**src/verilog/cnsc_pkg.sv**
```systemverilog
// shared constants and types for the node status code generator
package cnsc_pkg;

  // status codes
  localparam logic [7:0] CNSC_CODE_OK        = 8'h00;
  localparam logic [7:0] CNSC_CODE_NO_SLAVE  = 8'hF1;
  localparam logic [7:0] CNSC_CODE_M_LOAD    = 8'hF2;
  localparam logic [7:0] CNSC_CODE_CFG_ERR   = 8'hF3;
  localparam logic [7:0] CNSC_CODE_BUS_OFF   = 8'hF4;
  localparam logic [7:0] CNSC_CODE_BAD_SET   = 8'hF5;
  localparam logic [7:0] CNSC_CODE_MEM_ERR   = 8'hF8;
  localparam logic [7:0] CNSC_CODE_TX_FULL   = 8'hFB;
  localparam logic [7:0] CNSC_CODE_RX_FULL   = 8'hFC;
  localparam logic [7:0] CNSC_CODE_INIT      = 8'hA0;
  localparam logic [7:0] CNSC_CODE_PREOP     = 8'hA1;
  localparam logic [7:0] CNSC_CODE_S_LOAD    = 8'hA3;
  localparam logic [7:0] CNSC_CODE_HB_TOUT   = 8'hB0;
  localparam logic [7:0] CNSC_CODE_PDO_LEN   = 8'hB1;

  // node address limits
  localparam logic [7:0] CNSC_NODE_MIN       = 8'h01;
  localparam logic [7:0] CNSC_NODE_MAX       = 8'h7F;

  // reset values
  localparam logic [7:0] CNSC_RST_CODE       = 8'h00;
  localparam logic       CNSC_RST_CFG_ERR    = 1'b0;

  // heartbeat monitor: one tick is 1 ms
  localparam int         CNSC_CLK_MHZ        = 100;
  localparam int         CNSC_TICK_US        = 1000;
  localparam int         CNSC_TICK_CYC       = CNSC_TICK_US * CNSC_CLK_MHZ;
  localparam logic [16:0] CNSC_RST_TICK      = 17'h00000;
  localparam logic [15:0] CNSC_RST_HB_CNT    = 16'h0000;

endpackage

```
**src/verilog/cnsc_status.sv**
```systemverilog
// node status code generator, master and slave code sets
`timescale 1ns/1ns
// Notes on behaviour
// - master normal or inactive reports zero
// - master empty node list reports F1
// - master download in progress reports F2
// - master bad configuration F3 until redownload
// - bus-off reports F4 either role
// - master own node address outside 1-127 reports F5
// - master internal memory fault reports F8
// - transmit buffer full reports FB
// - receive buffer full reports FC
// - slave initializing reports A0
// - slave pre-operational reports A1
// - slave download in progress reports A3
// - slave PDO length mismatch reports B1
module cnsc_status
  import cnsc_pkg::*;
#(
  parameter int TICK_CYC = CNSC_TICK_CYC
)
(
  // clock and reset
  input  wire logic        ref_clk_in,
  input  wire logic        rst_n_in,
  // role
  input  wire logic        master_role_in,
  input  wire logic        master_active_in,
  // configuration
  input  wire logic [6:0]  slave_count_in,
  input  wire logic        cfg_loading_in,
  input  wire logic        cfg_done_in,
  input  wire logic        cfg_bad_in,
  input  wire logic [7:0]  own_node_id_in,
  // controller condition
  input  wire logic        bus_off_in,
  input  wire logic        mem_fault_in,
  input  wire logic        tx_full_in,
  input  wire logic        rx_full_in,
  // slave node state
  input  wire logic        initializing_in,
  input  wire logic        preop_in,
  input  wire logic        pdo_len_bad_in,
  input  wire logic        hb_enable_in,
  input  wire logic [15:0] hb_time_ms_in,
  input  wire logic        hb_seen_in,
  // status
  output logic [7:0]       network_state_code_register_out
);

  typedef struct packed {
    logic       cfg_err;
    logic [7:0] code;
  } cnsc_state_type;

  cnsc_state_type state_ff;
  cnsc_state_type nxt_state;
  logic           hb_tout;

  // missed heartbeat detection kept apart for its long count
  cnsc_hb_monitor #(.TICK_CYC(TICK_CYC)) u_hb (
    .ref_clk_in     (ref_clk_in),
    .rst_n_in       (rst_n_in),
    .hb_enable_in   (hb_enable_in && !master_role_in),
    .hb_time_ms_in  (hb_time_ms_in),
    .hb_seen_in     (hb_seen_in),
    .hb_timeout_out (hb_tout)
  );

  // true when the own address lies outside the legal 1..127 range
  function automatic logic id_bad(input logic [7:0] id);
    return (id < CNSC_NODE_MIN) || (id > CNSC_NODE_MAX);
  endfunction

  // priority: master inactive first, then hard faults and a bad own address, then buffers, then configuration/state
  always_comb
  begin
    nxt_state = state_ff;
    // sticky bad-config flag, cleared only by a new download start
    if (cfg_bad_in)
      nxt_state.cfg_err = 1'b1;
    else if (cfg_loading_in)
      nxt_state.cfg_err = 1'b0;
    if (master_role_in)
    begin
      if (!master_active_in)
        nxt_state.code = CNSC_CODE_OK;
      else if (mem_fault_in)
        nxt_state.code = CNSC_CODE_MEM_ERR;
      else if (bus_off_in)
        nxt_state.code = CNSC_CODE_BUS_OFF;
      else if (id_bad(own_node_id_in))
        nxt_state.code = CNSC_CODE_BAD_SET;
      else if (tx_full_in)
        nxt_state.code = CNSC_CODE_TX_FULL;
      else if (rx_full_in)
        nxt_state.code = CNSC_CODE_RX_FULL;
      else if (cfg_loading_in && !cfg_done_in)
        nxt_state.code = CNSC_CODE_M_LOAD;
      else if (state_ff.cfg_err || cfg_bad_in)
        nxt_state.code = CNSC_CODE_CFG_ERR;
      else if (slave_count_in == 7'h00)
        nxt_state.code = CNSC_CODE_NO_SLAVE;
      else
        nxt_state.code = CNSC_CODE_OK;
    end
    else
    begin
      if (bus_off_in)
        nxt_state.code = CNSC_CODE_BUS_OFF;
      else if (tx_full_in)
        nxt_state.code = CNSC_CODE_TX_FULL;
      else if (rx_full_in)
        nxt_state.code = CNSC_CODE_RX_FULL;
      else if (initializing_in)
        nxt_state.code = CNSC_CODE_INIT;
      else if (cfg_loading_in && !cfg_done_in)
        nxt_state.code = CNSC_CODE_S_LOAD;
      else if (hb_tout)
        nxt_state.code = CNSC_CODE_HB_TOUT;
      else if (pdo_len_bad_in)
        nxt_state.code = CNSC_CODE_PDO_LEN;
      else if (preop_in)
        nxt_state.code = CNSC_CODE_PREOP;
      else
        nxt_state.code = CNSC_CODE_OK;
    end
  end

  always_ff @(posedge ref_clk_in)
  begin
    if (!rst_n_in)
    begin
      state_ff.cfg_err <= CNSC_RST_CFG_ERR;
      state_ff.code    <= CNSC_RST_CODE;
    end
    else
      state_ff <= nxt_state;
  end

  // code straight from the register
  assign network_state_code_register_out = state_ff.code;

  // assertions: each code shows one cycle after its condition, unless a higher one masks it
  AST_INACTIVE_ZERO: assert property (@(posedge ref_clk_in)
    disable iff (!rst_n_in)
    master_role_in && !master_active_in |=> network_state_code_register_out == 8'h00)
    else $error("inactive master not zero");
  AST_NO_SLAVE: assert property (@(posedge ref_clk_in)
    disable iff (!rst_n_in)
    master_role_in && master_active_in && slave_count_in == 7'h00 && !mem_fault_in
    && !bus_off_in && !id_bad(own_node_id_in) && !tx_full_in && !rx_full_in
    && !cfg_loading_in && !cfg_bad_in && !state_ff.cfg_err
    |=> network_state_code_register_out == 8'hF1)
    else $error("empty list not F1");
  AST_M_LOAD: assert property (@(posedge ref_clk_in)
    disable iff (!rst_n_in)
    network_state_code_register_out == 8'hF2
    |-> $past(cfg_loading_in) && $past(master_role_in))
    else $error("F2 without download");

  // sticky flag: kept until a new download, and a fresh fault always lands
  AST_CFG_STICKY: assert property (@(posedge ref_clk_in)
    disable iff (!rst_n_in)
    state_ff.cfg_err && !cfg_loading_in |=> state_ff.cfg_err)
    else $error("config error dropped early");
  AST_CFG_SET: assert property (@(posedge ref_clk_in)
    disable iff (!rst_n_in)
    cfg_bad_in |=> state_ff.cfg_err)
    else $error("config fault not latched");

  // conditions shared by both roles, plus the master-only F5 and F8
  AST_BUS_OFF: assert property (@(posedge ref_clk_in)
    disable iff (!rst_n_in)
    bus_off_in && !(master_role_in && (!master_active_in || mem_fault_in))
    |=> network_state_code_register_out == 8'hF4)
    else $error("bus-off not F4");
  AST_BAD_ID: assert property (@(posedge ref_clk_in)
    disable iff (!rst_n_in)
    network_state_code_register_out == 8'hF5 |-> $past(id_bad(own_node_id_in)))
    else $error("F5 with legal id");
  AST_MEM: assert property (@(posedge ref_clk_in)
    disable iff (!rst_n_in)
    master_role_in && master_active_in && mem_fault_in
    |=> network_state_code_register_out == 8'hF8)
    else $error("memory fault not F8");
  AST_TX_FULL: assert property (@(posedge ref_clk_in)
    disable iff (!rst_n_in)
    network_state_code_register_out == 8'hFB |-> $past(tx_full_in))
    else $error("FB without full buffer");
  AST_RX_FULL: assert property (@(posedge ref_clk_in)
    disable iff (!rst_n_in)
    network_state_code_register_out == 8'hFC |-> $past(rx_full_in) && !$past(tx_full_in))
    else $error("FC wrongly chosen");

  // slave code set
  AST_INIT: assert property (@(posedge ref_clk_in)
    disable iff (!rst_n_in)
    !master_role_in && initializing_in && !bus_off_in && !tx_full_in && !rx_full_in
    |=> network_state_code_register_out == 8'hA0)
    else $error("init not A0");
  AST_PREOP: assert property (@(posedge ref_clk_in)
    disable iff (!rst_n_in)
    network_state_code_register_out == 8'hA1
    |-> $past(preop_in) && !$past(master_role_in))
    else $error("A1 without pre-operational state");
  AST_S_LOAD: assert property (@(posedge ref_clk_in)
    disable iff (!rst_n_in)
    !master_role_in && cfg_loading_in && !cfg_done_in && !bus_off_in && !tx_full_in
    && !rx_full_in && !initializing_in
    |=> network_state_code_register_out == 8'hA3)
    else $error("slave download not A3");
  AST_PDO_LEN: assert property (@(posedge ref_clk_in)
    disable iff (!rst_n_in)
    network_state_code_register_out == 8'hB1
    |-> $past(pdo_len_bad_in) && !$past(hb_tout))
    else $error("B1 without length mismatch");
  AST_HB: assert property (@(posedge ref_clk_in)
    disable iff (!rst_n_in)
    network_state_code_register_out == 8'hB0 |-> $past(hb_tout))
    else $error("B0 without timeout");
  AST_SLAVE_SET: assert property (@(posedge ref_clk_in)
    disable iff (!rst_n_in)
    network_state_code_register_out inside {8'hA0, 8'hA1, 8'hA3, 8'hB0, 8'hB1}
    |-> !$past(master_role_in))
    else $error("slave code in master role");
  AST_IDLE_ZERO: assert property (@(posedge ref_clk_in)
    disable iff (!rst_n_in)
    !master_role_in && !bus_off_in && !tx_full_in && !rx_full_in && !initializing_in
    && !cfg_loading_in && !hb_tout && !pdo_len_bad_in && !preop_in
    |=> network_state_code_register_out == 8'h00)
    else $error("quiet slave not zero");

  COV_MASTER_OK: cover property (@(posedge ref_clk_in) disable iff (!rst_n_in)
    master_role_in && master_active_in ##1 network_state_code_register_out == 8'h00);
  COV_CFG_ERR: cover property (@(posedge ref_clk_in) disable iff (!rst_n_in)
    network_state_code_register_out == 8'hF3);
  COV_PREOP: cover property (@(posedge ref_clk_in) disable iff (!rst_n_in)
    network_state_code_register_out == 8'hA1 ##1 network_state_code_register_out == 8'h00);
  COV_HB: cover property (@(posedge ref_clk_in) disable iff (!rst_n_in)
    network_state_code_register_out == 8'hB0);
  COV_BUS_OFF: cover property (@(posedge ref_clk_in) disable iff (!rst_n_in)
    network_state_code_register_out == 8'hF4);

endmodule // cnsc_status

```
**src/verilog/cnsc_hb_monitor.sv**
```systemverilog
// heartbeat consumer timer: flags a missed heartbeat
`timescale 1ns/1ns
module cnsc_hb_monitor
  import cnsc_pkg::*;
#(
  parameter int TICK_CYC = CNSC_TICK_CYC
)
(
  // clock and reset
  input  wire logic        ref_clk_in,
  input  wire logic        rst_n_in,
  // control
  input  wire logic        hb_enable_in,
  input  wire logic [15:0] hb_time_ms_in,
  input  wire logic        hb_seen_in,
  // result
  output logic             hb_timeout_out
);

  typedef struct packed {
    logic [16:0] tick;
    logic [15:0] ms;
    logic        tout;
  } cnsc_hb_state_type;

  cnsc_hb_state_type state_ff;
  cnsc_hb_state_type nxt_state;

  // ms prescaler and elapsed counter; a heartbeat restarts both
  always_comb
  begin
    nxt_state = state_ff;
    if (!hb_enable_in || hb_seen_in || hb_time_ms_in == 16'h0000)
    begin
      nxt_state.tick = CNSC_RST_TICK;
      nxt_state.ms   = CNSC_RST_HB_CNT;
      nxt_state.tout = 1'b0;
    end
    else if (state_ff.tick == 17'(TICK_CYC - 1))
    begin
      nxt_state.tick = CNSC_RST_TICK;
      if (state_ff.ms != hb_time_ms_in)
        nxt_state.ms = state_ff.ms + 16'h0001;
    end
    else
      nxt_state.tick = state_ff.tick + 17'h00001;
    // timeout holds until a heartbeat arrives, the monitor is disabled or the time is zero
    if (hb_enable_in && !hb_seen_in && hb_time_ms_in != 16'h0000
        && state_ff.ms == hb_time_ms_in)
      nxt_state.tout = 1'b1;
  end

  always_ff @(posedge ref_clk_in)
  begin
    if (!rst_n_in)
      state_ff <= '0;
    else
      state_ff <= nxt_state;
  end

  assign hb_timeout_out = state_ff.tout;

endmodule // cnsc_hb_monitor

```
**config.mk**
```make
export PLATFORM = sky130hd
export DESIGN_NAME = cnsc_status
export DESIGN_NICKNAME = d
export VERILOG_FILES = /design/src/verilog/cnsc_pkg.sv /design/src/verilog/cnsc_status.sv /design/src/verilog/cnsc_hb_monitor.sv
export SDC_FILE = /design/constraint.sdc
export NUM_CORES = 1
export LEC_CHECK = 0
export ABC_AREA = 1
export BUFFER_PORTS_ARGS = -buffer_cell sky130_fd_sc_hd__clkbuf_2
export CORE_ASPECT_RATIO = 1.75
export CORE_MARGIN = 5
export CORE_UTILIZATION = 55
export DETAILED_ROUTE_END_ITERATION = 10
export PLACE_DENSITY = 0.83
export SYNTH_ARGS = -nofsm -noshare
export SYNTH_HDL_FRONTEND = slang
export SYNTH_SLANG_ARGS = --single-unit
```
**constraint.sdc**
```tcl
create_clock -name ref_clk_in -period 2.1 [get_ports ref_clk_in]
set_clock_uncertainty 0.1 [all_clocks]
set_input_delay 0.21 -clock ref_clk_in [delete_from_list [all_inputs] [get_ports ref_clk_in]]
set_output_delay 0.21 -clock ref_clk_in [all_outputs]
set_load 0.005 [all_outputs]
```
**Word-level counts from Yosys, hierarchy flattened**

Cells that the tools add are included.

- Add/sub/neg operators: 2
- Magnitude comparators: 2
- Equal/unequal tests: 3
- Muxes and demuxes: 22
- Bitwise logic cells: 1
- Reduce and logical (&&, ||, !) cells: 21

Operators by type and width:

| kind | number |
|---|---|
| $mux 8 | 18 |
| $add 17x1->17 const B | 1 |
| $eq 17x17->1 const B | 1 |
| $add 16x1->16 const B | 1 |
| $eq 16x16->1 | 1 |
| $logic_not 16->1 | 1 |
| $ne 16x16->1 | 1 |
| $reduce_bool 16->1 | 1 |
| $gt 8x7->1 const B | 1 |
| $lt 8x1->1 const B | 1 |
| $logic_not 7->1 | 1 |
| $logic_and 1x1->1 | 5 |
| $logic_not 1->1 | 4 |
| $logic_or 1x1->1 | 4 |
| $mux 1 | 4 |
| $reduce_bool 2->1 | 2 |
| $reduce_or 3->1 | 1 |
| $reduce_and 2->1 | 1 |
| $reduce_or 2->1 | 1 |
| $not 1->1 | 1 |

- Register bits: 43
- Input bits: 47
- Output and inout port bits: 8
- Logic and storage cells: 56

**Longest topological paths before layout**

Gate-level depths: netlist of the first run.

- Word-level depth: 11
- Depth in mapped cells: 12
- Mapped depth without buffers: 10

**Modules after synthesis**

Synthesis of the first run repeated with hierarchy kept, for this count alone.

- Cell total of the unflattened synthesis: 451
- Area, all modules: 2701.3 um^2

By module, submodules not included:

| module | times used | cells each | area each (um^2) |
|---|---|---|---|
| cnsc_hb_monitor | 1 | 364 | 2162.1 |
| cnsc_status | 1 | 87 | 539.3 |

**Worst setup path after synthesis of the first run**

No wires, ideal clock.

- Path kind: register to register
- From: reg u_hb.state_ff[17] in the netlist's numbering
- To: reg u_hb.state_ff[10] in the netlist's numbering
- Setup time: 0.066 ns
- Arrival time: 1.438 ns
- Setup slack: 0.495 ns
- Cell stages (with the launch flop): 9
- Path buffers: 1
- Clock period less this slack: 1.605 ns
- Path through: dfxtp_1 -> ha_1 -> nand3_1 -> nor2_1 -> nand2_1 -> nor2_8 -> buf_4 -> nand3_1 -> a21oi_2

- Longest elaborated chain between the ends: 2

RTL lines:

| element | RTL line | text |
|---|---|---|
| start: declaration | cnsc_hb_monitor.sv:26 | `cnsc_hb_state_type state_ff;` |
| start signal: assignment | cnsc_hb_monitor.sv:58 | `state_ff <= nxt_state;` |
| $eq 17x17->1 | cnsc_hb_monitor.sv:39 | `else if (state_ff.tick == 17'(TICK_CYC - 1))` |
| $reduce_and 2->1 (no source line) | -- |  |

No other way between the ends.
A chain may end at the register's enable or synchronous reset.

**Worst setup path after layout of the first run**

- From: reg u_hb.state_ff[17] in the netlist's numbering
- To: reg u_hb.state_ff[4] in the netlist's numbering

Same word-level chain as after synthesis.

==> metrics.log, run 1 <==
INFO  metric status = finished clean
INFO  metric maximum_number_of_pins_on_one_net_before_global_route_repair = 19
INFO  metric holdPathStages = 3
INFO  metric syn-num-nets = ~470
INFO  metric timing.final.max_slew_violations = 0
INFO  metric clk_pin_slew = approximately 0.09 ns
INFO  metric timing.critical_path.max_delay_family = simple AND/OR/NAND/NOR gates
INFO  metric highest_achievable_clock_rate = 0.541 GHz
INFO  metric ys_seq_area_share = a little under a third
INFO  metric synth_async_sr_flop_share = 0%
INFO  metric cp_slowest_stage_delay = approximately 0.36 ns
INFO  metric worst_hold_startpoint = cfg_bad_in
INFO  metric worst_ep_arrival_time = just under 2 ns
INFO  metric antenna_found_initial = 0
INFO  metric grt_setup_unrepaired = no
INFO  metric ioPinCount = 55
INFO  metric layout.filler_cells = 449
INFO  metric timing.max_cap.violations = 0
INFO  metric ys_seq_elements = between 40 and 50
INFO  metric hold_viol = 0
INFO  metric vias = between 2000 and 3000
INFO  metric timing.max_slew.rel_slack = between 70 and 80%
INFO  metric ir_worst_vdd = 0.394 mV
INFO  metric die-area = around 6400 µm²
INFO  metric ff2ff_path_depth = 8
INFO  metric cp_slowest_cell = sky130_fd_sc_hd__dfxtp_1
INFO  metric finalWirelength = roughly 6600 µm
INFO  metric final_min_period_over_clock_period = 88.0%
INFO  metric grt_remaining_overflow = 0
INFO  metric number_of_nets_in_the_layout = between 500 and 600
INFO  metric starting_density = a little under three fifths
INFO  metric place_area = between 2000 and 3000 µm²
INFO  metric dp.final_hpwl = a little over 5000 µm
INFO  metric path_cells = ha_1, nand3_1, nor2_1, nand2_1, nor2_8, nand2_4, nand2_1, a21oi_1
INFO  metric worstHoldPathType = input pin to flop
INFO  metric path_common_cell = sky130_fd_sc_hd__nand2_1
INFO  metric timing.setup.tns = 0 ns
INFO  metric ctsHoldBuffers = 0
INFO  metric via_per_inst = 5.28
INFO  metric setup_viol = 0
INFO  metric syn_to_layout_area_delta = 12.8%
INFO  metric syn-cell-area = approximately 2700 µm²
INFO  metric worstReg2RegStart = u_hb.state_ff[17]
INFO  metric powerDensity = 500 nW/µm²
INFO  metric num_rows = 33
INFO  metric firstDrtPassIters = 4
INFO  metric fin_crit = around 1.8 ns
INFO  metric synth_edf_count = 0
INFO  metric min_to = state_ff[8]
INFO  metric first_global_vias = between 2000 and 3000
INFO  metric criticalPathCategory = flop to flop
INFO  metric r2r_slack = around 0.25 ns
INFO  metric regToRegEndpoint = u_hb.state_ff[4]
INFO  metric diodes = 0
INFO  metric drt-wirelength-per-cell = 12.8 µm
INFO  metric tightest_slew = between 0.4 and 0.5 ns
INFO  metric p_leak = approximately 1.3 nW
INFO  metric floorplan.die.width = ~63 µm
INFO  metric die_boundary_height = 102 µm
INFO  metric ctsRootBufferMaster = sky130_fd_sc_hd__clkbuf_8
INFO  metric number_of_buffer_and_inverter_stages_on_the_critical_path = 0
INFO  metric cts_num_sinks = between 40 and 50
INFO  metric final_area = around 3000 µm²
INFO  metric port_buffers = between 50 and 60
INFO  metric detailedRoute.firstIterationViolations = 176
INFO  metric antenna_left = 0
INFO  metric place.gp.congestion = roughly 1
INFO  metric cts_htree_levels = 2
INFO  metric timing.critical_path.from_type = flop
INFO  metric grt.total_usage = between 20% and 30%
INFO  metric number_of_unique_standard_cell_types_used_by_synthesis = 27
INFO  metric crit_path_end_kind = flop
INFO  metric ratio_of_cells_with_drive_above_1_in_the_final_layout = a little under 20%
INFO  metric cts_repair_resize_count = 0
INFO  metric worst_skew_pair.late_latency = 0.30 ns
INFO  metric post_synth.cell_area_avg = about 6.4 µm²
INFO  metric cts_inserted_buffers = 5
INFO  metric worstPathMaxFanout = 17
INFO  metric worst_ep_required_time = 2.18 ns
INFO  metric clock_tree.buffer_depth = 2
INFO  metric global_route_wire_length_before_repair = between 10000 and 15000 µm
INFO  metric core_area = around 4700 µm²
INFO  metric remaining_drc_errors = 0
INFO  metric syn-instance-count = between 400 and 500
INFO  metric tritoncts = done
INFO  metric yosysWarnings = 0
INFO  metric post-cts-setup-buffer-count = 0
INFO  metric synth_flop_cell = sky130_fd_sc_hd__dfxtp_1
[final cells by class]
cell class / instances / area [µm²] / share of cell area (%)
Tap cell: 52 / 65.1 / 2.15
Timing Repair Buffer: 56 / 285 / 9.43
Inverter: 55 / 206 / 6.82
Sequential cell: 42 / 841 / 27.8
Clock buffer: 6 / 82.6 / 2.73
Multi-Input combinational cell: 305 / 1530 / 50.7
Clock inverter: 2 / 12.5 / 0.413
[worst max-delay path by stage]
stage	start	slack, ns	endpoint	cells past startpoint
detailed placement	u_hb.state_ff[17]	0.29	u_hb.state_ff[6]	8
CTS	u_hb.state_ff[17]	0.26	u_hb.state_ff[16]	8
global route	u_hb.state_ff[17]	0.04	u_hb.state_ff[4]	8
global placement	u_hb.state_ff[2]	0.34	u_hb.state_ff[15]	7
finish	u_hb.state_ff[17]	0.25	u_hb.state_ff[4]	8
floorplan	u_hb.state_ff[17]	0.50	u_hb.state_ff[10]	8
[registers in the layout, indices dropped and copies added (netlist names)]
register	count
u_hb.hb_timeout_out	1
state_ff	1
network_state_code_register_out	7
u_hb.state_ff	33
[worst min-delay path: stages]
cell and delay (ns):
sky130_fd_sc_hd__clkbuf_2 0.09, sky130_fd_sc_hd__nor2_1 0.06, sky130_fd_sc_hd__nor2_1 0.09
[where the power goes]
part	switching (W)	leakage [nW]	total [W]	internal, W
Sequential	0.00000313	0.340	0.000810	0.000807
Combinational	0.0000811	0.918	0.000148	0.0000669
Clock	0.000292	0.0472	0.000556	0.000265
Total	0.000376	1.31	0.00151	0.00114
[Yosys cell counts, types with 2 or more instances]
library cell	n	share of area, %
sky130_fd_sc_hd__nand2_1	105	15
sky130_fd_sc_hd__nor2_1	64	9.0
sky130_fd_sc_hd__inv_1	47	6.6
sky130_fd_sc_hd__dfxtp_1	42	31
sky130_fd_sc_hd__nand3_1	36	6.7
sky130_fd_sc_hd__xor2_1	25	8.2
sky130_fd_sc_hd__a21oi_1	14	2.6
sky130_fd_sc_hd__nand4_1	13	3.0
sky130_fd_sc_hd__nor3_1	11	2.1
sky130_fd_sc_hd__a21oi_2	10	3.3
sky130_fd_sc_hd__buf_4	10	2.8
sky130_fd_sc_hd__inv_2	8	1.1
sky130_fd_sc_hd__o21ai_0	8	1.5
sky130_fd_sc_hd__buf_2	3	0.56
sky130_fd_sc_hd__nor2_2	3	0.70
sky130_fd_sc_hd__o31ai_1	3	0.84
sky130_fd_sc_hd__ha_1	2	0.93
sky130_fd_sc_hd__nand2_4	2	0.84
sky130_fd_sc_hd__nand3b_1	2	0.56
[routing by layer]
metal | track usage (%) | part of all wire (%)
met5 | 0 | 0
met2 | 41.1 | 54
met3 | 3.74 | 5.0
met4 | 8.99 | 2.3
met1 | 22.4 | 38
[metrics by stage]
stage	power (W)	utilization (%)	setup WS (ns)	hold WS, ns	std cells
after CTS	0.00152	64.3	0.259	0.0781	518
after global placement	0.000972	62.3	0.335	0.330	510
after floorplan	0.000913	-	0.495	0.241	416
after detailed placement	0.000976	62.3	0.288	0.338	510
after global routing	0.00158	64.3	0.0425	0.0926	518
final	0.00151	64.3	0.253	0.0852	518
[logic make-up after synthesis]
group / count (synthesis) / share of synthesized area (%)
compound gates: 37 / 8.77
xor+xnor: 26 / 8.49
fa+ha+maj: 2 / 0.933
buf+inv: 69 / 11.5
flops: 42 / 31.3
simple gates: 240 / 39.0
[cell usage in the layout (no fill, tap or decap), drive strengths merged, types with 2 or more instances in the layout]
master,count
o21ai,8
dfxtp,42
o31ai,3
nand3,36
nand2,108
buf,2
nand3b,2
ha,2
a21oi,24
xor2,25
nor3,11
nand4,13
nor2,68
clkbuf,60
inv,55
Power figures use the tool's default switching activity.
==> inputs of run 2 (changes only) <==
--- a/config.mk
+++ b/config.mk
@@ -12,6 +12,7 @@
 export CORE_UTILIZATION = 55
 export DETAILED_ROUTE_END_ITERATION = 10
 export PLACE_DENSITY = 0.83
+export REMOVE_ABC_BUFFERS = 1
 export SYNTH_ARGS = -nofsm -noshare
 export SYNTH_HDL_FRONTEND = slang
 export SYNTH_SLANG_ARGS = --single-unit
==> run 2 against run 1 <==
Against the previous run: die area unchanged; global-route usage down 1.4 points; highest routed layer unchanged; count of clock-buffer cells in the layout up 1; non-clock buffer count unchanged; utilization down 0.080 points; fmax up 0.84%; register-to-register slack better by 0.02 ns; clock power down 3%; combinational power about the same; critical path depth up 2; largest cell class unchanged.
==> metrics.log, run 2 (same netlist as run 1, synthesis figures left out) <==
INFO  metric status = finished clean
INFO  metric global_route_wire_length_before_repair = 10600 µm (-5.5%)
INFO  metric path_cells = inv_2, nand2_1, nand2_1, nor2_1, nand2_1, nor2_2, nand2_4, nand2_4, nand2_1, a21oi_1
INFO  metric core_area = 4710 µm² (unchanged)
INFO  metric timing.critical_path.from_type = flop
INFO  metric worst_setup_path_startpoint = u_hb.state_ff[7]
INFO  metric firstDrtPassIters = 4 (unchanged)
INFO  metric place.gp.congestion = 0.926 (-7.3%)
INFO  metric worst_ep_arrival_time = 1.95 ns (+0.02 ns)
INFO  metric final_area = 3020 µm² (-0.12%)
INFO  metric fin_crit = 1.83 ns (-0.0155 ns)
INFO  metric cts_num_sinks = 42 (unchanged)
INFO  metric crit_path_end_kind = flop
INFO  metric most-common-layout-cells = 105 x sky130_fd_sc_hd__nand2_1, 64 x sky130_fd_sc_hd__nor2_1, 54 x sky130_fd_sc_hd__clkbuf_2
INFO  metric vias = 2731 (-0.11%)
INFO  metric cts_repair_resize_count = 0 (unchanged)
INFO  metric grt_remaining_overflow = 0 (unchanged)
INFO  metric drt-wirelength-per-cell = 12.1 µm (-5.2%)
INFO  metric finalWirelength = 6260 µm (-5.2%)
INFO  metric layout.cells.most_common = sky130_fd_sc_hd__nand2_1
INFO  metric num_rows = 33 (unchanged)
INFO  metric grt_setup_unrepaired = no
INFO  metric max_reg_flops = 33 (unchanged)
INFO  metric timing.critical_path.max_delay_family = simple AND/OR/NAND/NOR gates
INFO  metric cp_slowest_cell = sky130_fd_sc_hd__dfxtp_1
INFO  metric highest_achievable_clock_rate = 0.546 GHz (+0.84%)
INFO  metric setup_viol = 0 (unchanged)
INFO  metric remaining_drc_errors = 0 (unchanged)
INFO  metric cts_htree_levels = 2 (unchanged)
INFO  metric worst_ep_required_time = 2.22 ns (+0.04 ns)
INFO  metric maximum_number_of_pins_on_one_net_before_global_route_repair = 19 (unchanged)
INFO  metric antenna_found_initial = 0 (unchanged)
INFO  metric timing.max_slew.rel_slack = 62.4% (-8.1 points)
INFO  metric syn_to_layout_area_delta = 12.7%
INFO  metric timing.max_cap.violations = 0 (unchanged)
INFO  metric worst_hold_startpoint = cfg_bad_in
INFO  metric ir_worst_vdd = 0.424 mV (+7.6%)
INFO  metric clock_tree.buffer_depth = 2 (unchanged)
INFO  metric antenna_left = 0 (unchanged)
INFO  metric die_boundary_height = 102 µm (unchanged)
INFO  metric path_common_cell = sky130_fd_sc_hd__nand2_1
INFO  metric worst_skew_pair.late_latency = 0.29 ns (about the same)
INFO  metric port_buffers = 54 (unchanged)
INFO  metric ratio_of_cells_with_drive_above_1_in_the_final_layout = 19.1% (-0.21 points)
INFO  metric criticalPathCategory = flop to flop
INFO  metric number_of_nets_in_the_layout = 514 (unchanged)
INFO  metric timing.hold.ws = 0.0765 ns (-0.00871 ns)
INFO  metric place_area = 2930 µm² (unchanged)
INFO  metric die-area = 6430 µm² (unchanged)
INFO  metric starting_density = 57.0% (unchanged)
INFO  metric final_min_period_over_clock_period = 87.2% (-0.74 points)
INFO  metric cts_inserted_buffers = 5 (unchanged)
INFO  metric worstHoldPathType = input pin to flop
INFO  metric tightest_slew = 0.560 ns (+0.121 ns)
INFO  metric timing.setup.tns = 0 ns (unchanged)
INFO  metric ctsHoldBuffers = 0 (unchanged)
INFO  metric grt.total_usage = 19.9% (-1.4 points)
INFO  metric largest-register = u_hb.state_ff
INFO  metric detailedRoute.firstIterationViolations = 115 (-35%)
INFO  metric diodes = 0 (unchanged)
INFO  metric worstReg2RegStart = u_hb.state_ff[7]
INFO  metric via_per_inst = 5.27 (-0.11%)
INFO  metric post-cts-setup-buffer-count = 0 (unchanged)
INFO  metric number_of_buffer_and_inverter_stages_on_the_critical_path = 1 (+1)
INFO  metric hold_viol = 0 (unchanged)
INFO  metric first_global_vias = 2568 (-0.50%)
INFO  metric floorplan.die.width = 62.8 µm (unchanged)
INFO  metric p_leak = 1.31 nW (about the same)
INFO  metric powerDensity = 495 nW/µm² (-1.1%)
INFO  metric timing.final.max_slew_violations = 0 (unchanged)
INFO  metric cp_slowest_stage_delay = 0.49 ns (+0.13 ns)
INFO  metric ctsRootBufferMaster = sky130_fd_sc_hd__clkbuf_8
INFO  metric dp.final_hpwl = 5000 µm (-2.6%)
INFO  metric clk_pin_slew = 0.08 ns (about the same)
INFO  metric ioPinCount = 55 (unchanged)
INFO  metric r2r_slack = 0.27 ns (+0.02 ns)
INFO  metric tritoncts = done
INFO  metric worstPathMaxFanout = 18 (+1)
[run 2: final cells by class]
cell class	count	area, µm²
fillers	425	1680
inverters	55	206
clock inverters	1	5.00
clock buffers	7	86.3
multi-input cells	305	1530
flip-flops and latches	42	841
well taps	52	65.1
repair buffers	56	285
[run 2: through the flow]
step / setup slack (ns) / instances / utilization, % / power, W
after floorplan: 0.482 / 402 / - / 0.000898
after global placement: 0.362 / 510 / 62.3 / 0.000972
after detailed placement: 0.279 / 510 / 62.3 / 0.000976
after CTS: 0.265 / 518 / 64.2 / 0.00150
after global routing: 0.105 / 518 / 64.2 / 0.00156
final: 0.268 / 518 / 64.2 / 0.00150
[run 2: worst reg2reg max path, stage by stage, from the launching register on]
cell and delay (ns):
sky130_fd_sc_hd__dfxtp_1 0.49, sky130_fd_sc_hd__inv_2 0.04, sky130_fd_sc_hd__nand2_1 0.06, sky130_fd_sc_hd__nand2_1 0.05, sky130_fd_sc_hd__nor2_1 0.14, sky130_fd_sc_hd__nand2_1 0.10
sky130_fd_sc_hd__nor2_2 0.17, sky130_fd_sc_hd__nand2_4 0.17, sky130_fd_sc_hd__nand2_4 0.22, sky130_fd_sc_hd__nand2_1 0.08, sky130_fd_sc_hd__a21oi_1 0.15
[run 2: final timing paths]
check / endpoint / depth (start not counted)
worst max register to register: u_hb.state_ff[4] / 10
worst min-delay path: state_ff[8] / 3
worst max-delay path: u_hb.state_ff[4] / 10
worst min register to register: u_hb.state_ff[17] / 1
[run 2: per-layer routing]
metal / global-route usage, % / vias up / wire length [µm]
li1: - / 1406 / -
met1: 20.6 / 1218 / 2420
met2: 36.9 / 87 / 3310
met3: 4.40 / 20 / 328
met4: 10.6 / 0 / 204
met5: 0 / - / 0
[run 2: power by group]
group	leakage [nW]	internal [W]	total, W	switching [W]
clock	0.0482	0.000265	0.000539	0.000274
sequential	0.340	0.000807	0.000810	0.00000316
combinational	0.918	0.0000669	0.000147	0.0000803
total	1.31	0.00114	0.00150	0.000357
==> inputs of run 3 (changes only) <==
--- a/config.mk
+++ b/config.mk
@@ -7,11 +7,13 @@
 export LEC_CHECK = 0
 export ABC_AREA = 1
 export BUFFER_PORTS_ARGS = -buffer_cell sky130_fd_sc_hd__clkbuf_2
+export CELL_PAD_IN_SITES_DETAIL_PLACEMENT = 1
+export CELL_PAD_IN_SITES_GLOBAL_PLACEMENT = 2
 export CORE_ASPECT_RATIO = 1.75
 export CORE_MARGIN = 5
-export CORE_UTILIZATION = 55
+export CORE_UTILIZATION = 29
 export DETAILED_ROUTE_END_ITERATION = 10
-export PLACE_DENSITY = 0.83
+export PLACE_DENSITY = 0.82
 export REMOVE_ABC_BUFFERS = 1
 export SYNTH_ARGS = -nofsm -noshare
 export SYNTH_HDL_FRONTEND = slang
==> run 3 against run 2 <==
Against the previous run: power rose by 18%; critical path type unchanged; worst setup slack got worse by 0.050 ns; cell count rose by 14%; via count rose by 0.66%; die area rose by 77%; register-to-register slack got worse by 0.05 ns; non-clock buffer count rose by 2; global-route usage fell by 4.9 points; combinational power rose by 4%; critical path depth fell by 3; fmax fell by 2.7%; sequential power barely moved.
==> metrics.log, run 3 (same netlist as run 1, synthesis figures left out) <==
INFO  metric place_area = 3030 µm² (+3.4%)
INFO  metric syn_to_layout_area_delta = 18.7%
INFO  metric ratio_of_cells_with_drive_above_1_in_the_final_layout = 19.7% (+0.56 points)
INFO  metric timing.max_slew.rel_slack = 65.4% (+3.0 points)
INFO  metric worst_ep_arrival_time = 2.01 ns (+0.06 ns)
INFO  metric worst_hold_startpoint = rst_n_in
INFO  metric diodes = 0 (unchanged)
INFO  metric p_leak = 1.34 nW (+2.8%)
INFO  metric timing.setup.tns = 0 ns (unchanged)
INFO  metric detailedRoute.firstIterationViolations = 56 (-51%)
INFO  metric dp.final_hpwl = 6590 µm (+32%)
INFO  metric firstDrtPassIters = 4 (unchanged)
INFO  metric starting_density = 29.7% (-27 points)
INFO  metric antenna_left = 0 (unchanged)
INFO  metric criticalPathCategory = flop to flop
INFO  metric worstReg2RegStart = u_hb.state_ff[1]
INFO  metric status = finished clean
INFO  metric combined_area_of_the_multi_input_logic_cells = 1540 µm² (+0.33%)
INFO  metric crit_path_end_kind = flop
INFO  metric vias = 2749 (+0.66%)
INFO  metric max_reg_flops = 33 (unchanged)
INFO  metric grt_setup_unrepaired = no
INFO  metric final_min_period_over_clock_period = 89.6% (+2.4 points)
INFO  metric worst_ep_required_time = 2.22 ns (about the same)
INFO  metric port_buffers = 54 (unchanged)
INFO  metric timing.max_cap.violations = 0 (unchanged)
INFO  metric cts_repair_resize_count = 0 (unchanged)
INFO  metric timing.final.max_slew_violations = 0 (unchanged)
INFO  metric r2r_slack = 0.22 ns (-0.05 ns)
INFO  metric area.sequential = 841 µm² (unchanged)
INFO  metric num_rows = 46 (+39%)
INFO  metric place.gp.congestion = 0.800 (-14%)
INFO  metric floorplan.die.width = 82.7 µm (+32%)
INFO  metric regToRegEndpoint = u_hb.state_ff[9]
INFO  metric remaining_drc_errors = 0 (unchanged)
INFO  metric number_of_nets_in_the_layout = 516 (+0.39%)
INFO  metric antenna_found_initial = 0 (unchanged)
INFO  metric ctsRootBufferMaster = sky130_fd_sc_hd__clkbuf_16
INFO  metric timing.hold.ws = 0.0861 ns (+0.00953 ns)
INFO  metric layout.filler_cells = 1209 (+180%)
INFO  metric cts_htree_levels = 2 (unchanged)
INFO  metric hold_viol = 0 (unchanged)
INFO  metric cts_inserted_buffers = 5 (unchanged)
INFO  metric post-route-util = 35.2% (-29 points)
INFO  metric timing.critical_path.from_type = flop
INFO  metric grt.total_usage = 15.0% (-4.9 points)
INFO  metric worstHoldPathType = input pin to flop
INFO  metric core_area = 9040 µm² (+92%)
INFO  metric maximum_number_of_pins_on_one_net_before_global_route_repair = 19 (unchanged)
INFO  metric highest_achievable_clock_rate = 0.531 GHz (-2.7%)
INFO  metric post-cts-setup-buffer-count = 0 (unchanged)
INFO  metric first_global_vias = 2876 (+12%)
INFO  metric final_critical_path_setup_slack = 0.218 ns (-0.0500 ns)
INFO  metric final_area = 3180 µm² (+5.3%)
INFO  metric global_route_wire_length_before_repair = 13000 µm (+23%)
INFO  metric die_boundary_height = 137 µm (+34%)
INFO  metric ff2ff_path_depth = 7 (-3)
INFO  metric clk_pin_slew = 0.06 ns (-0.02 ns)
INFO  metric setup_viol = 0 (unchanged)
INFO  metric cts_num_sinks = 42 (unchanged)
INFO  metric holdPathStages = 3 (unchanged)
INFO  metric ioPinCount = 55 (unchanged)
INFO  metric grt_remaining_overflow = 0 (unchanged)
INFO  metric ir_worst_vdd = 0.266 mV (-37%)
INFO  metric powerDensity = 555 nW/µm² (+12%)
INFO  metric dp_slack = 0.162 ns (-0.117 ns)
INFO  metric largest-register = u_hb.state_ff
INFO  metric ctsHoldBuffers = 0 (unchanged)
INFO  metric tritoncts = done
INFO  metric min_to = state_ff[8]
INFO  metric die-area = 11300 µm² (+77%)
INFO  metric most-common-layout-cells = 105 x sky130_fd_sc_hd__nand2_1, 64 x sky130_fd_sc_hd__nor2_1, 54 x sky130_fd_sc_hd__clkbuf_2
INFO  metric worstPathMaxFanout = 6 (-12)
INFO  metric worst_skew_pair.late_latency = 0.29 ns (about the same)
INFO  metric finalWirelength = 8110 µm (+29%)
INFO  metric tightest_slew = 0.515 ns (-0.0450 ns)
INFO  metric layout.cells.most_common = sky130_fd_sc_hd__nand2_1
INFO  metric fin_crit = 1.88 ns (+0.0500 ns)
INFO  metric clock_tree.buffer_depth = 2 (unchanged)
INFO  metric drt-wirelength-per-cell = 13.8 µm (+14%)
INFO  metric via_per_inst = 4.68 (-11%)
-- run 3: cell types whose count changed in the layout (fill, tap and decap cells not counted), sizes merged --
| cell | change |
|---|---|
| buf | +2 |
-- run 3: worst max-delay path, stage by stage, from the launching register on --
cell	delay [ns]
sky130_fd_sc_hd__dfxtp_1	0.47
sky130_fd_sc_hd__ha_1	0.29
sky130_fd_sc_hd__nand2_1	0.12
sky130_fd_sc_hd__nor2_1	0.34
sky130_fd_sc_hd__nand2_1	0.12
sky130_fd_sc_hd__xor2_1	0.14
sky130_fd_sc_hd__nand3_1	0.10
sky130_fd_sc_hd__a21oi_2	0.14
-- run 3: through the flow --
stage                     instances  total power (W)
after global routing            588          0.00185
after detailed placement        580         0.000986
final                           588          0.00177
after CTS                       588          0.00180
after floorplan                 402         0.000898
after global placement          580         0.000981
-- run 3: worst max path at each step --
stage / startpoint / to / slack [ns] / depth (start not counted)
after detailed placement: u_hb.state_ff[1] / u_hb.state_ff[15] / 0.16 / 7
final: u_hb.state_ff[1] / u_hb.state_ff[9] / 0.22 / 7
after global placement: u_hb.state_ff[1] / u_hb.state_ff[15] / 0.22 / 7
after global routing: u_hb.state_ff[17] / u_hb.state_ff[5] / 0.04 / 8
after floorplan: u_hb.state_ff[17] / u_hb.state_ff[7] / 0.48 / 8
after CTS: u_hb.state_ff[1] / u_hb.state_ff[15] / 0.13 / 7
-- run 3: layer usage --
metal,global-route usage [%],vias up,routed length [µm]
met5,0,-,0
met3,2.36,9,302
li1,-,1410,-
met2,30.4,41,4710
met4,5.18,0,140
met1,14.4,1289,2950
-- run 3: power by group --
part	switching, W	internal [W]	total (W)
registers	0.00000321	0.000808	0.000811
clock network	0.000330	0.000472	0.000802
logic	0.0000863	0.0000670	0.000153
-- run 3: area by class of cell --
class / count / area share [%]
clock buffers: 7 / 4.48
clock inverters: 1 / 0.157
inverters: 55 / 6.48
multi-input cells: 305 / 48.3
flip-flops and latches: 42 / 26.4
well taps: 120 / 4.72
repair buffers: 58 / 9.43
